**config.mk**
```make
export PLATFORM = sky130hd
export DESIGN_NAME = vsrq_handler
export DESIGN_NICKNAME = d
export VERILOG_FILES = /design/src/vsrq_handler.v
export VERILOG_INCLUDE_DIRS = /design/src
export SDC_FILE = /design/constraint.sdc
export NUM_CORES = 2
export LEC_CHECK = 0
export ABC_AREA = 1
export BUFFER_PORTS_ARGS = -buffer_cell sky130_fd_sc_hd__clkbuf_2
export CORE_MARGIN = 2
export CORE_UTILIZATION = 35
export CTS_BUF_LIST = sky130_fd_sc_hd__clkbuf_8
export DETAILED_ROUTE_END_ITERATION = 12
export PLACE_DENSITY = 0.53
export SLEW_MARGIN = 30
export SYNTH_ARGS = -nofsm -noshare
export SYNTH_HDL_FRONTEND = slang
export SYNTH_SLANG_ARGS = --single-unit
```
**constraint.sdc**
```tcl
create_clock -name i_clock -period 5.85 [get_ports i_clock]
set_input_delay 1.17 -clock i_clock [delete_from_list [all_inputs] [get_ports i_clock]]
set_output_delay 1.17 -clock i_clock [all_outputs]
set_load 0.1 [all_outputs]
```
**src/vsrq_map.vh**
```
// Constants for the request-queue command interpreter of a virtual SCSI host
// Assumes a single clock domain and an Avalon-MM register master
//
// Contract
// [RULE_01] Report-LUNs address is C1 01 then zeros
// [RULE_02] Normal address: byte0=1, target, LUN, zeros
// [RULE_03] Up to 256 targets, 16384 LUNs each
// [RULE_04] Attributes 0..3; all may map to simple
// [RULE_05] Implicit head-of-queue commands may become head
// [RULE_06] Command block length equals configured size
// [RULE_07] Protection fields present only when negotiated
// [RULE_08] Sense length equals bytes actually written
// [RULE_09] Residual is requested minus transferred bytes
// [RULE_10] Residual versus input size shows consumption
// [RULE_11] Status byte holds the SCSI status
// [RULE_12] Response 0 when completed with status
// [RULE_13] Response 1 when buffers too small
// [RULE_14] Response 2 when cancelled by abort
// [RULE_15] Response 3 when target does not exist
// [RULE_16] Response 4 when cancelled by reset
// [RULE_17] Response 6 on severed link
// [RULE_18] Response 7 target failure, 8 nexus failure
// [RULE_19] Response 5 when retry same path helps
// [RULE_20] Response 9 generic; bidirectional without feature
// [RULE_21] Complete all outstanding commands before reset; the handler gives at most one completion pulse
// [RULE_22] Complete on same queue; no cross-queue order
// [RULE_23] Bidirectional feature is bit 0
// [RULE_24] Protection feature is bit 3
// [RULE_25] Reset restores sense 96, command block 32
// [RULE_26] Short readable part fails without execution
`ifndef VSRQ_MAP_VH
`define VSRQ_MAP_VH

// Register word offsets (byte addresses)
`define VSRQ_REG_CTRL      8'h00
`define VSRQ_REG_FEATURES  8'h04
`define VSRQ_REG_SENSE_SZ  8'h08
`define VSRQ_REG_CDB_SZ    8'h0C
`define VSRQ_REG_LUN_LO    8'h10
`define VSRQ_REG_LUN_HI    8'h14
`define VSRQ_REG_ATTR      8'h18
`define VSRQ_REG_LENGTHS   8'h1C
`define VSRQ_REG_DATA_OUT  8'h20
`define VSRQ_REG_DATA_IN   8'h24
`define VSRQ_REG_XFER      8'h28
`define VSRQ_REG_EXEC      8'h2C
`define VSRQ_REG_STATUS    8'h30
`define VSRQ_REG_RESIDUAL  8'h34
`define VSRQ_REG_SENSE_LEN 8'h38
`define VSRQ_REG_TARGETS   8'h3C
`define VSRQ_REG_OUTSTAND  8'h40

// Feature bits
`define VSRQ_FEAT_INOUT    0
`define VSRQ_FEAT_PI       3

// Control bits
`define VSRQ_CTRL_SUBMIT   0
`define VSRQ_CTRL_ABORT    1
`define VSRQ_CTRL_RESET    2

// Execution outcome bits
`define VSRQ_EXEC_LINK     0
`define VSRQ_EXEC_TGTFAIL  1
`define VSRQ_EXEC_NEXUS    2
`define VSRQ_EXEC_BUSY     3
`define VSRQ_EXEC_OTHER    4

// Response codes
`define VSRQ_RESP_OK        8'h00
`define VSRQ_RESP_OVERRUN   8'h01
`define VSRQ_RESP_CANCELLED_BY_ABORT 8'h02
`define VSRQ_RESP_BAD_TARGET 8'h03
`define VSRQ_RESP_RESET     8'h04
`define VSRQ_RESP_BUSY      8'h05
`define VSRQ_RESP_TRANSPORT 8'h06
`define VSRQ_RESP_TGT_FAIL  8'h07
`define VSRQ_RESP_NEXUS     8'h08
`define VSRQ_RESP_FAILURE   8'h09

// Address format bytes
`define VSRQ_LUN_WK_B0     8'hC1
`define VSRQ_LUN_WK_B1     8'h01
`define VSRQ_LUN_NORM_B0   8'h01
`define VSRQ_LUN_FMT_SL    2'b01

// Task attributes
`define VSRQ_ATTR_SIMPLE   2'h0
`define VSRQ_ATTR_HEAD     2'h2

// Reset defaults and fixed header size
`define VSRQ_SENSE_DEF     32'h0000_0060
`define VSRQ_CDB_DEF       32'h0000_0020
`define VSRQ_HDR_BYTES     32'h0000_0013
`define VSRQ_PI_HDR_BYTES  32'h0000_0008

`endif

```
**src/vsrq_handler.v**
```verilog
// Request-queue command interpreter for a virtual SCSI host adapter
// Assumes an Avalon-MM master in the i_clock domain; software stages a
// decoded request, writes submit, and reads back completion words.
//
// Chosen here: the Avalon-MM interface to the registers and the register addresses.
`timescale 1ns/1ns
`include "vsrq_map.vh"

module vsrq_handler #(
    parameter NUM_TARGETS = 256,       // Addressable targets
    parameter NUM_LUNS    = 16384      // Logical units per target
) (
    input  wire        i_clock,        // System clock, 50 MHz
    input  wire        i_srst,         // Synchronous reset, active high
    input  wire [7:0]  i_address,      // Avalon byte address
    input  wire        i_read,         // Avalon read strobe
    input  wire        i_write,        // Avalon write strobe
    input  wire [3:0]  i_byteenable,   // Avalon byte lanes
    input  wire [31:0] i_writedata,    // Avalon write data
    output reg  [31:0] o_readdata,     // Avalon read data
    output wire        o_waitrequest,  // Avalon stall
    output reg         o_done,         // Completion pulse
    output reg  [7:0]  o_response      // Last response code
);

// ==========================================================
// Byte-lane merge
// ==========================================================
function [31:0] merge;
    input [31:0] old_val;
    input [31:0] new_val;
    input [3:0]  be;
    integer k;
    begin
        for (k = 0; k < 4; k = k + 1)
            merge[k*8 +: 8] = be[k] ? new_val[k*8 +: 8]
                                    : old_val[k*8 +: 8];
    end
endfunction

// ==========================================================
// Registers
// ==========================================================
reg  [31:0] feat_reg;       // Negotiated features
reg  [31:0] sense_sz_reg;   // Configured sense area size
reg  [31:0] cdb_sz_reg;     // Configured command block size
reg  [31:0] lun_lo_reg;     // Address bytes 0..3
reg  [31:0] lun_hi_reg;     // Address bytes 4..7
reg  [31:0] attr_reg;       // [1:0] attr, [8] implicit head
reg  [31:0] len_reg;        // Readable-part length
reg  [31:0] dout_reg;       // Output payload size
reg  [31:0] din_reg;        // Input payload size
reg  [31:0] xfer_reg;       // [31:16] need, [15:0] moved
reg  [31:0] exec_reg;       // Execution outcome, [15:8] status
reg  [31:0] tgt_reg;        // Present-target bitmap slice
reg  [31:0] outst_reg;      // Outstanding command count
reg  [31:0] resid_reg;      // Residual result
reg  [31:0] slen_reg;       // Sense length result
reg  [7:0]  status_reg;     // SCSI status result
reg  [1:0]  eff_attr_reg;   // Attribute applied
reg         ack_reg;        // Bus answer flop

wire        access = i_read | i_write;
assign o_waitrequest = access & ~ack_reg;

// ==========================================================
// Request decode
// ==========================================================
wire [7:0]  b0   = lun_lo_reg[7:0];
wire [7:0]  b1   = lun_lo_reg[15:8];
wire [13:0] slun = {lun_lo_reg[21:16], lun_lo_reg[31:24]};
// Well-known inventory unit address, see [RULE_01]
wire wk_lun = (b0 == `VSRQ_LUN_WK_B0) && (b1 == `VSRQ_LUN_WK_B1)
              && (lun_lo_reg[31:16] == 16'h0000)
              && (lun_hi_reg == 32'h0000_0000);
// Single-level format, see [RULE_02] and [RULE_03]
wire norm_lun = (b0 == `VSRQ_LUN_NORM_B0)
                && (lun_lo_reg[23:22] == `VSRQ_LUN_FMT_SL)
                && (lun_hi_reg == 32'h0000_0000)
                && ({18'h0, slun} < NUM_LUNS);
wire tgt_ok = ({24'h0, b1} < NUM_TARGETS) && tgt_reg[b1[4:0]];
wire pi_on  = feat_reg[`VSRQ_FEAT_PI];
// Minimum readable length, see [RULE_06] [RULE_07] [RULE_24] [RULE_26]
wire [31:0] min_len = `VSRQ_HDR_BYTES + cdb_sz_reg + dout_reg
                      + (pi_on ? `VSRQ_PI_HDR_BYTES : 32'h0000_0000);
wire [15:0] need  = xfer_reg[31:16];
wire [15:0] moved = xfer_reg[15:0];
wire [31:0] room  = dout_reg + din_reg;

// ==========================================================
// Response selection, first match wins
// ==========================================================
reg [7:0] resp;
always @*
begin
    resp = `VSRQ_RESP_OK;                             // see [RULE_12]
    if (len_reg < min_len)
        resp = `VSRQ_RESP_FAILURE;                    // see [RULE_26]
    else if (dout_reg != 0 && din_reg != 0
             && !feat_reg[`VSRQ_FEAT_INOUT])
        resp = `VSRQ_RESP_FAILURE;         // see [RULE_20] [RULE_23]
    else if (!wk_lun && !(norm_lun && tgt_ok))
        resp = `VSRQ_RESP_BAD_TARGET;                 // see [RULE_15]
    else if ({16'h0, need} > room)
        resp = `VSRQ_RESP_OVERRUN;                    // see [RULE_13]
    else if (exec_reg[`VSRQ_EXEC_LINK])
        resp = `VSRQ_RESP_TRANSPORT;                  // see [RULE_17]
    else if (exec_reg[`VSRQ_EXEC_TGTFAIL])
        resp = `VSRQ_RESP_TGT_FAIL;                   // see [RULE_18]
    else if (exec_reg[`VSRQ_EXEC_NEXUS])
        resp = `VSRQ_RESP_NEXUS;                      // see [RULE_18]
    else if (exec_reg[`VSRQ_EXEC_BUSY])
        resp = `VSRQ_RESP_BUSY;                       // see [RULE_19]
    else if (exec_reg[`VSRQ_EXEC_OTHER])
        resp = `VSRQ_RESP_FAILURE;                    // see [RULE_20]
end

wire executed = (resp == `VSRQ_RESP_OK);
// Write commits only on the edge that ends the cycle in which waitrequest is low
wire wr   = i_write & ack_reg;
wire wctl = wr && i_address == `VSRQ_REG_CTRL;
wire do_submit = wctl && i_byteenable[0]
                 && i_writedata[`VSRQ_CTRL_SUBMIT];
wire do_abort  = wctl && i_byteenable[0]
                 && i_writedata[`VSRQ_CTRL_ABORT];
wire do_reset  = wctl && i_byteenable[0]
                 && i_writedata[`VSRQ_CTRL_RESET];

// ==========================================================
// Register writes and completion
// ==========================================================
always @(posedge i_clock)
begin
    if (i_srst)
    begin
        feat_reg     <= 32'h0000_0000;
        sense_sz_reg <= `VSRQ_SENSE_DEF;                 // see [RULE_25]
        cdb_sz_reg   <= `VSRQ_CDB_DEF;                   // see [RULE_25]
        lun_lo_reg   <= 32'h0000_0000;
        lun_hi_reg   <= 32'h0000_0000;
        attr_reg     <= 32'h0000_0000;
        len_reg      <= 32'h0000_0000;
        dout_reg     <= 32'h0000_0000;
        din_reg      <= 32'h0000_0000;
        xfer_reg     <= 32'h0000_0000;
        exec_reg     <= 32'h0000_0000;
        tgt_reg      <= 32'h0000_0000;
        outst_reg    <= 32'h0000_0000;
        resid_reg    <= 32'h0000_0000;
        slen_reg     <= 32'h0000_0000;
        status_reg   <= 8'h00;
        eff_attr_reg <= `VSRQ_ATTR_SIMPLE;
        o_done       <= 1'b0;
        o_response   <= `VSRQ_RESP_OK;
        ack_reg      <= 1'b0;
    end
    else
    begin
        ack_reg <= access & ~ack_reg;
        o_done  <= 1'b0;
        if (wr)
        begin
            case (i_address)
                `VSRQ_REG_FEATURES: feat_reg <=
                    merge(feat_reg, i_writedata, i_byteenable);
                `VSRQ_REG_SENSE_SZ: sense_sz_reg <=
                    merge(sense_sz_reg, i_writedata, i_byteenable);
                `VSRQ_REG_CDB_SZ: cdb_sz_reg <=
                    merge(cdb_sz_reg, i_writedata, i_byteenable);
                `VSRQ_REG_LUN_LO: lun_lo_reg <=
                    merge(lun_lo_reg, i_writedata, i_byteenable);
                `VSRQ_REG_LUN_HI: lun_hi_reg <=
                    merge(lun_hi_reg, i_writedata, i_byteenable);
                `VSRQ_REG_ATTR: attr_reg <=
                    merge(attr_reg, i_writedata, i_byteenable);
                `VSRQ_REG_LENGTHS: len_reg <=
                    merge(len_reg, i_writedata, i_byteenable);
                `VSRQ_REG_DATA_OUT: dout_reg <=
                    merge(dout_reg, i_writedata, i_byteenable);
                `VSRQ_REG_DATA_IN: din_reg <=
                    merge(din_reg, i_writedata, i_byteenable);
                `VSRQ_REG_XFER: xfer_reg <=
                    merge(xfer_reg, i_writedata, i_byteenable);
                `VSRQ_REG_EXEC: exec_reg <=
                    merge(exec_reg, i_writedata, i_byteenable);
                `VSRQ_REG_TARGETS: tgt_reg <=
                    merge(tgt_reg, i_writedata, i_byteenable);
                default: ;
            endcase
        end
        // Reset zeroes the outstanding count and gives at most one completion pulse, see [RULE_21] [RULE_16]
        if (do_reset)
        begin
            sense_sz_reg <= `VSRQ_SENSE_DEF;             // see [RULE_25]
            cdb_sz_reg   <= `VSRQ_CDB_DEF;               // see [RULE_25]
            outst_reg    <= 32'h0000_0000;
            // Response only moves together with a completion pulse
            if (outst_reg != 0)
            begin
                o_response <= `VSRQ_RESP_RESET;
                o_done     <= 1'b1;
            end
        end
        else if (do_abort)
        begin
            o_response <= `VSRQ_RESP_CANCELLED_BY_ABORT; // see [RULE_14]
            o_done     <= 1'b1;
            if (outst_reg != 0)
                outst_reg <= outst_reg - 32'h0000_0001;
        end
        else if (do_submit)
        begin
            // Completion answered in the same queue order, see [RULE_22]
            o_response <= resp;
            o_done     <= 1'b1;
            // Status only meaningful when executed, see [RULE_11]
            status_reg <= executed ? exec_reg[15:8] : 8'h00;
            // Sense bytes actually written, see [RULE_08]
            slen_reg   <= executed ?
                (({24'h0, exec_reg[23:16]} < sense_sz_reg) ?
                 {24'h0, exec_reg[23:16]} : sense_sz_reg)
                : 32'h0000_0000;
            // Residual = requested minus moved when executed and moved fits, else requested, see [RULE_09] [RULE_10]
            resid_reg  <= (executed && need >= moved) ?
                          {16'h0, need - moved} : {16'h0, need};
            // Attribute mapping, see [RULE_04] [RULE_05]
            eff_attr_reg <= attr_reg[8] ? `VSRQ_ATTR_HEAD
                                        : `VSRQ_ATTR_SIMPLE;
        end
    end
end

// ==========================================================
// Read mux
// ==========================================================
always @(posedge i_clock)
begin
    if (i_srst)
        o_readdata <= 32'h0000_0000;
    else if (i_read & ~ack_reg)
    begin
        case (i_address)
            `VSRQ_REG_FEATURES:  o_readdata <= feat_reg;
            `VSRQ_REG_SENSE_SZ:  o_readdata <= sense_sz_reg;
            `VSRQ_REG_CDB_SZ:    o_readdata <= cdb_sz_reg;
            `VSRQ_REG_LUN_LO:    o_readdata <= lun_lo_reg;
            `VSRQ_REG_LUN_HI:    o_readdata <= lun_hi_reg;
            `VSRQ_REG_ATTR:      o_readdata <= attr_reg;
            `VSRQ_REG_LENGTHS:   o_readdata <= len_reg;
            `VSRQ_REG_DATA_OUT:  o_readdata <= dout_reg;
            `VSRQ_REG_DATA_IN:   o_readdata <= din_reg;
            `VSRQ_REG_XFER:      o_readdata <= xfer_reg;
            `VSRQ_REG_EXEC:      o_readdata <= exec_reg;
            `VSRQ_REG_STATUS:    o_readdata <= {14'h0, eff_attr_reg,
                                     o_response, status_reg};
            `VSRQ_REG_RESIDUAL:  o_readdata <= resid_reg;
            `VSRQ_REG_SENSE_LEN: o_readdata <= slen_reg;
            `VSRQ_REG_TARGETS:   o_readdata <= tgt_reg;
            `VSRQ_REG_OUTSTAND:  o_readdata <= outst_reg;
            default:             o_readdata <= 32'h0000_0000;
        endcase
    end
end

endmodule

```
# After elaboration in Yosys (flattened, before gate mapping)
# Cells that the tools add are included.
[classes]
add_sub_neg = 6
n_lt_le_gt_ge = 5
eq_ne = 21
n_mux = 26
n_bitwise = 7
reduce_logical = 78
[op_table]
columns = ["op", "count"]
rows = [
  ["$pmux W32 S16", 1],
  ["$reduce_and A3 Y1", 49],
  ["$reduce_bool A32 Y1", 3],
  ["$add A32 B32 Y32", 2],
  ["$eq A8 B6 Y1 const B", 8],
  ["$mux W32", 2],
  ["$mux W8", 6],
  ["$mux W4", 9],
  ["$add A32 B4 Y32", 1],
  ["$add A5 B32 Y32 const A", 1],
  ["$eq A8 B5 Y1 const B", 4],
  ["$gt A16 B32 Y1", 1],
  ["$logic_not A32 Y1", 1],
  ["$lt A32 B32 Y1", 1],
  ["$lt A8 B32 Y1", 1],
  ["$sub A32 B1 Y32 const B", 1],
  ["$eq A8 B1 Y1 const B", 2],
  ["$eq A8 B4 Y1 const B", 2],
  ["$ge A16 B16 Y1", 1],
  ["$logic_not A16 Y1", 1],
  ["$logic_not A8 Y1", 2],
  ["$mux W16", 1],
  ["$sub A16 B16 Y16", 1],
  ["$logic_and A1 B1 Y1", 15],
  ["16 further kinds", 27],
]
[word_totals]
reg_bits = 532
inputBits = 48
wordCells = 200

# Longest topological paths before layout
[depth]
ltp_word = 12
depth_mapped = 34
depth_no_buf = 33

# Worst setup path before layout
# OpenSTA, ideal clock, no wires.
[synth_timing]
kind = "register to register"
startpoint = "register dout_reg[1]"
endpoint = "register resid_reg[10]"
setup_ns = 0.132
t_arrival_ns = 4.488
setup_slack_ns = 1.230
path_stages_with_launch = 34
n_path_buf = 1
synth_period_minus_slack_ns = 4.620
cell_sequence = "dfxtp_1 -> inv_1 -> ha_1 -> inv_1 -> ha_1 -> fa_1 -> a21oi_1 -> o21bai_1 -> nand2_1 -> nand2_1 -> nand2_1 -> nand2_1 -> a21boi_1 -> o21bai_1 -> nand2_1 -> o21ai_0 -> a21boi_1 -> o21ai_0 -> xor2_1 -> ha_1 -> nand2_1 -> inv_1 -> nand3_1 -> nor3_1 -> nand3_1 -> nand2_1 -> nand2_1 -> inv_1 -> nand2_4 -> nor2_8 -> buf_2 -> nand3_1 -> nand3_1 -> a21oi_1"
[synth_between]
elab_chain_cells = 9
elab_cells_between_ends = 15
[synth_lines]
columns = ["element", "line", "text"]
rows = [
  ["from (decl)", "vsrq_handler.v:51", "reg [31:0] dout_reg;"],
  ["from (signal assigned)", "vsrq_handler.v:178", "`VSRQ_REG_DATA_OUT: dout_reg <="],
  ["parallel branches: the longest is 5 deep, another holds $add A32 B32 Y32", "-", ""],
  ["$mux W8 (*)", "vsrq_handler.v:97", "if (len_reg < min_len)"],
  ["$logic_not A8 Y1 (no source line) (*)", "-", ""],
  ["$logic_and A1 B1 Y1 (*)", "vsrq_handler.v:224", "resid_reg <= (executed && need >= moved) ?"],
  ["$mux W16 (*)", "vsrq_handler.v:224", ""],
  ["to (signal assigned)", "vsrq_handler.v:224", ""],
  ["to (decl)", "vsrq_handler.v:57", "reg [31:0] resid_reg;"],
]
# Every way passes the cells marked *.
# A chain may end at the register's enable or synchronous reset.

# Final worst setup path
[layout_timing]
startpoint = "register cdb_sz_reg[3]"
endpoint = "register resid_reg[15]"
[layout_between]
elab_chain_cells = 8
[layout_lines]
columns = ["element", "line", "text"]
rows = [
  ["from (decl)", "vsrq_handler.v:46", "reg [31:0] cdb_sz_reg;"],
  ["from (signal assigned)", "vsrq_handler.v:138", "cdb_sz_reg <= `VSRQ_CDB_DEF;"],
  ["from (signal assigned)", "vsrq_handler.v:168", "`VSRQ_REG_CDB_SZ: cdb_sz_reg <="],
  ["from (signal assigned)", "vsrq_handler.v:195", "cdb_sz_reg <= `VSRQ_CDB_DEF;"],
  ["$add A5 B32 Y32 (no source line)", "-", ""],
  ["$add A32 B32 Y32 (no source line)", "-", ""],
  ["$add A32 B4 Y32 (no source line)", "-", ""],
  ["$lt A32 B32 Y1", "vsrq_handler.v:97", ""],
  ["$mux W8", "vsrq_handler.v:97", ""],
  ["$logic_not A8 Y1 (no source line)", "-", ""],
  ["$logic_and A1 B1 Y1", "vsrq_handler.v:224", ""],
  ["$mux W16", "vsrq_handler.v:224", ""],
]
# No other way between the ends.

==> results by stage <==
Power and ir drop:
- VDD sags by at most 0.159 mV.
- The cell internal power dissipation is 5.50 mW.
- For this design the static power due to leakage is 13.0 nW.
- Net switching is a little over a quarter of the power.
- Summed over all nets, the switching power comes to 1.93 mW.
- Of the total power, combinational logic draws 3.6%.
- In this run, flip-flops and latches consume 46.8% of the power.
- Of the total power, the clock network draws 49.6%.
- In this run the power density over the cells is 236 nW/um^2.

Timing:
- The worst path needs 5.42 ns of the cycle, external delays included.
- The total count of hold-check failures in the final report is 0.
- The measured slew at the worst slew-check pin is 1.15 ns.
- Setup violations remaining at the end of the flow were counted as 0.
- The setup skew after layout is 0.0377 ns.
- The final count of pins violating max slew is 0.
- The upper clock frequency limit is 185 MHz.
- The worst pin sits at a relative slew slack of roughly 23%.
- The share of the clock period used by the worst path after layout is between 90% and 100%.
- Hold timing on the final database bottoms out at a slack of around 0.44 ns.

Critical path:
- STA classifies the critical path endpoint as a flip-flop.
- The arrival time at the worst endpoint is 6.05 ns.
- The number of cells on the worst reg-to-reg path is 30.
- The path type of the worst setup path is reg2reg.
- The sort of element at the start of the critical path is a flip-flop.
- The required arrival time at the worst endpoint is 6.49 ns.
- In this run the number of cells on the critical path is 30.
- The largest individual stage delay along the critical path comes from the cell fa_1.
- The highest cell delay on the worst timing path is roughly 0.50 ns.
- The most numerous cell on the critical path is nand2_1.
- The largest fanout on the critical path is 16.
- The number of buffers and inverters on the critical path is 3.
- The cell class contributing the biggest share of worst-path delay is simple AND/OR/NAND/NOR gates.

Placed design:
- The placed wire-length estimate after detailed placement is between 90000 and 100000 um.
- The routability congestion estimate is 0.992.
- The total of buffers placed on input and output ports is 85.
- The count of placed standard cells including taps is 5009.

Clocking:
- At the later pin of the worst-skew pair, clock insertion delay measures 0.74 ns.
- The total of hold buffers inserted after clock tree synthesis is 0.
- The number of buffers created by CTS is 94.
- The clock drives roughly 510 sinks.
- The clock tree from TritonCTS is yes.
- The number of H-tree levels is 3.
- The tree is rooted in a clkbuf_8.
- After clock tree synthesis, the clock-pin slew on the worst setup and hold paths is 0.07 ns.
- The clock tree buffer depth is 3.

Routing:
- For this run, the detailed router's first-pass iteration total came to 6.
- The routed layout has roughly 29000 vias.
- The total length of routed wires is 125000 um.
- The vias per cell is 5.57.
- The per-cell routed wire length is 24.1 um.
- The DRC violations left is 0.
- The detail route stage leaves a number of antenna-violating nets equal to 0.
- The violation count after the first detailed-route iteration is 3146.

Logic synthesis:
- By area the synthesized netlist is led by dfxtp_1, a21oi_1, nand2_1.
- For this run, the number of Yosys warnings is 0.
- The fraction of post-synthesis cell area in the top cell type by area is 36.6%.
- The synthesized area is 28000 sq um.
- The most used flip-flop cell after synthesis is dfxtp_1.
- Synthesis handed over a netlist of 4002 instances.
- Of the synthesized area, sequential elements account for 36.6%.
- The fraction of registers with async set or reset after synthesis is 0%.
- Synthesis inferred about 500 register bits.
- Counting distinct cell types in the post-synthesis netlist gives 52.
- After synthesis, the mean cell area works out to 6.99 sq um.
- The biggest area contributor in the post-synthesis netlist is dfxtp_1.
- The number of enable-type register cells in the synthesized netlist is 0.

Global route:
- The global-route met2 utilization is approximately 45%.
- The largest net degree at the start of global routing is 122.
- The aggregate global routing overflow is 0.
- In the global route stage, overall resource usage came out at between 20% and 30%.
- The via count of the first global-routing pass is 26700.
- The global-route wire length before repair is 180000 um.
- The met1 usage in global routing is 40.5%.
- The layer with the highest usage is met2.
- The met3 capacity usage during global routing is under 10%.
- The number of antenna violations at the first check in global routing came to 8.

Layout:
- The net count of the finished layout is roughly 4300.
- The fraction of layout cells with a size suffix above 1 is 8.42%.
- The synthesis-to-finish area growth is 12.6%.
- Once layout is complete, the cells apart from fillers number roughly 5200.

Flow run:
- The count of maximum capacitance violations is 0.

Die:
- In this run the vertical extent of the chip is 287 um.
- The die footprint is 82200 sq um.
- The die boundary width is between 200 and 300 um.
- The core region is 79100 sq um.
- The count of boundary I/O pins is 90.
- The number of core rows is 103.
- The initial core utilization is 35.4%.

Hold path:
- The instance count along the most critical hold path is 2.
- The worst min-delay path class is reg2reg.

Outcome:
- The run finished with clean final reports.
-- cell type report --
| cell class | count | area [sq um] |
|---|---|---|
| fill | 8553 | 47600 |
| multi-input combinational | 2764 | 15100 |
| sequential | 511 | 10200 |
| inverter | 544 | 2050 |
| clock buffer | 116 | 1600 |
| tap | 1050 | 1310 |
| timing repair buffer | 144 | 871 |
| clock inverter | 55 | 384 |
| antenna | 5 | 12.5 |
-- path summary, 6_finish.rpt --
check	start	slack, ns	end
worst max-delay path	cdb_sz_reg[3]	0.43	resid_reg[15]
worst min-delay path	slen_reg[24]	0.44	slen_reg[24]
worst max register to register	cdb_sz_reg[3]	0.43	resid_reg[15]
worst min register to register	slen_reg[24]	0.44	slen_reg[24]
-- layer usage --
metal  up-vias  part of all wire [%]  routed length, um
li1      13700                     -                  -
met1     13500                    43              53200
met2      1423                    43              53200
met3       267                    10              12800
met4         0                   4.6               5800
met5         -                     0                  0
-- synth_stat cells, types with 4 or more instances --
cell type and count:
a21o_1 6, a21oi_1 574, a221oi_1 89, a22o_1 5
and2_1 6, buf_1 16, buf_2 7, buf_4 5
clkbuf_1 157, clkinv_1 9, dfxtp_1 511, fa_1 4
ha_1 162, inv_1 513, inv_2 22, nand2_1 698
nand2_2 7, nand3_1 177, nand3b_1 8, nand4_1 66
nor2_1 251, nor2_2 8, nor3_1 48, nor3_2 4
nor4_1 25, o211ai_1 17, o21ai_0 405, o21bai_1 5
o221ai_1 4, o22ai_1 99, xnor2_1 34, xor2_1 28
-- through the flow --
step | util [%] | worst slack (ns) | total power, mW | setup TNS [ns] | instance area, sq um
2_1_floorplan | - | 1.23 | 3.70 | 0 | 28000
3_3_place_gp | 37.2 | 0.160 | 3.82 | 0 | 29500
3_5_place_dp | 37.2 | 0.0352 | 3.82 | 0 | 29500
4_1_cts | 39.7 | 0.129 | 7.47 | 0 | 31400
5_1_grt | 39.8 | -0.0498 | 7.65 | -0.0589 | 31500
6_report | 39.8 | 0.433 | 7.44 | 0 | 31500
-- repair_timing --
action / CTS / global route
setup endpoints to repair: 2 / 32
pin swaps: 0 / 1
setup buffers: 0 / 4
resized for setup: 1 / 8
-- worst min-delay path, stage by stage, from the launching register on --
cell	delay [ns]
dfxtp_1	0.31
inv_1	0.05
nor3_1	0.04
-- power groups by stage --
stage	logic (mW)	clock network (mW)	registers [mW]
global placement	0.262	0	3.56
CTS	0.262	3.73	3.48
finish	0.268	3.68	3.48
detailed placement	0.262	0	3.56
floorplan	0.139	0	3.56
global route	0.281	3.89	3.48
-- cells in the final DEF (no fill, tap or decap), types with 5 or more instances in the layout --
cell type  Yosys  layout
and2_1         6       6
buf_4          5      60
xnor2_1       34      34
clkbuf_8       0     116
nand2_1      698     696
a21o_1         6       6
nor2_2         8      18
ha_1         162     162
nor4_1        25      25
o22ai_1       99      99
nand4_1       66      66
o21ai_0      405     403
nor2_1       251     239
o211ai_1      17      17
clkinv_1       9       9
clkbuf_2       0      84
nor3_1        48      47
a22o_1         5       5
clkinv_2       0       9
a221oi_1      89      89
nand2_2        7       8
inv_2         22      22
dfxtp_1      511     511
inv_1        513     546
diode_2        0       5
nand3_1      177     177
a21oi_1      574     574
nand3b_1       8       8
xor2_1        28      28
-- cell families after synthesis --
family	after synthesis	synth area share [%]
flip-flops	511	36.6
AO/OA/AOI/OAI	1224	24.1
AND/OR/NAND/NOR	1308	20.0
buffers and inverters	730	9.92
other	1	0.0134
XOR/XNOR	62	1.94
adder cells (fa/ha/maj)	166	7.53
Power figures use the tool's default switching activity.
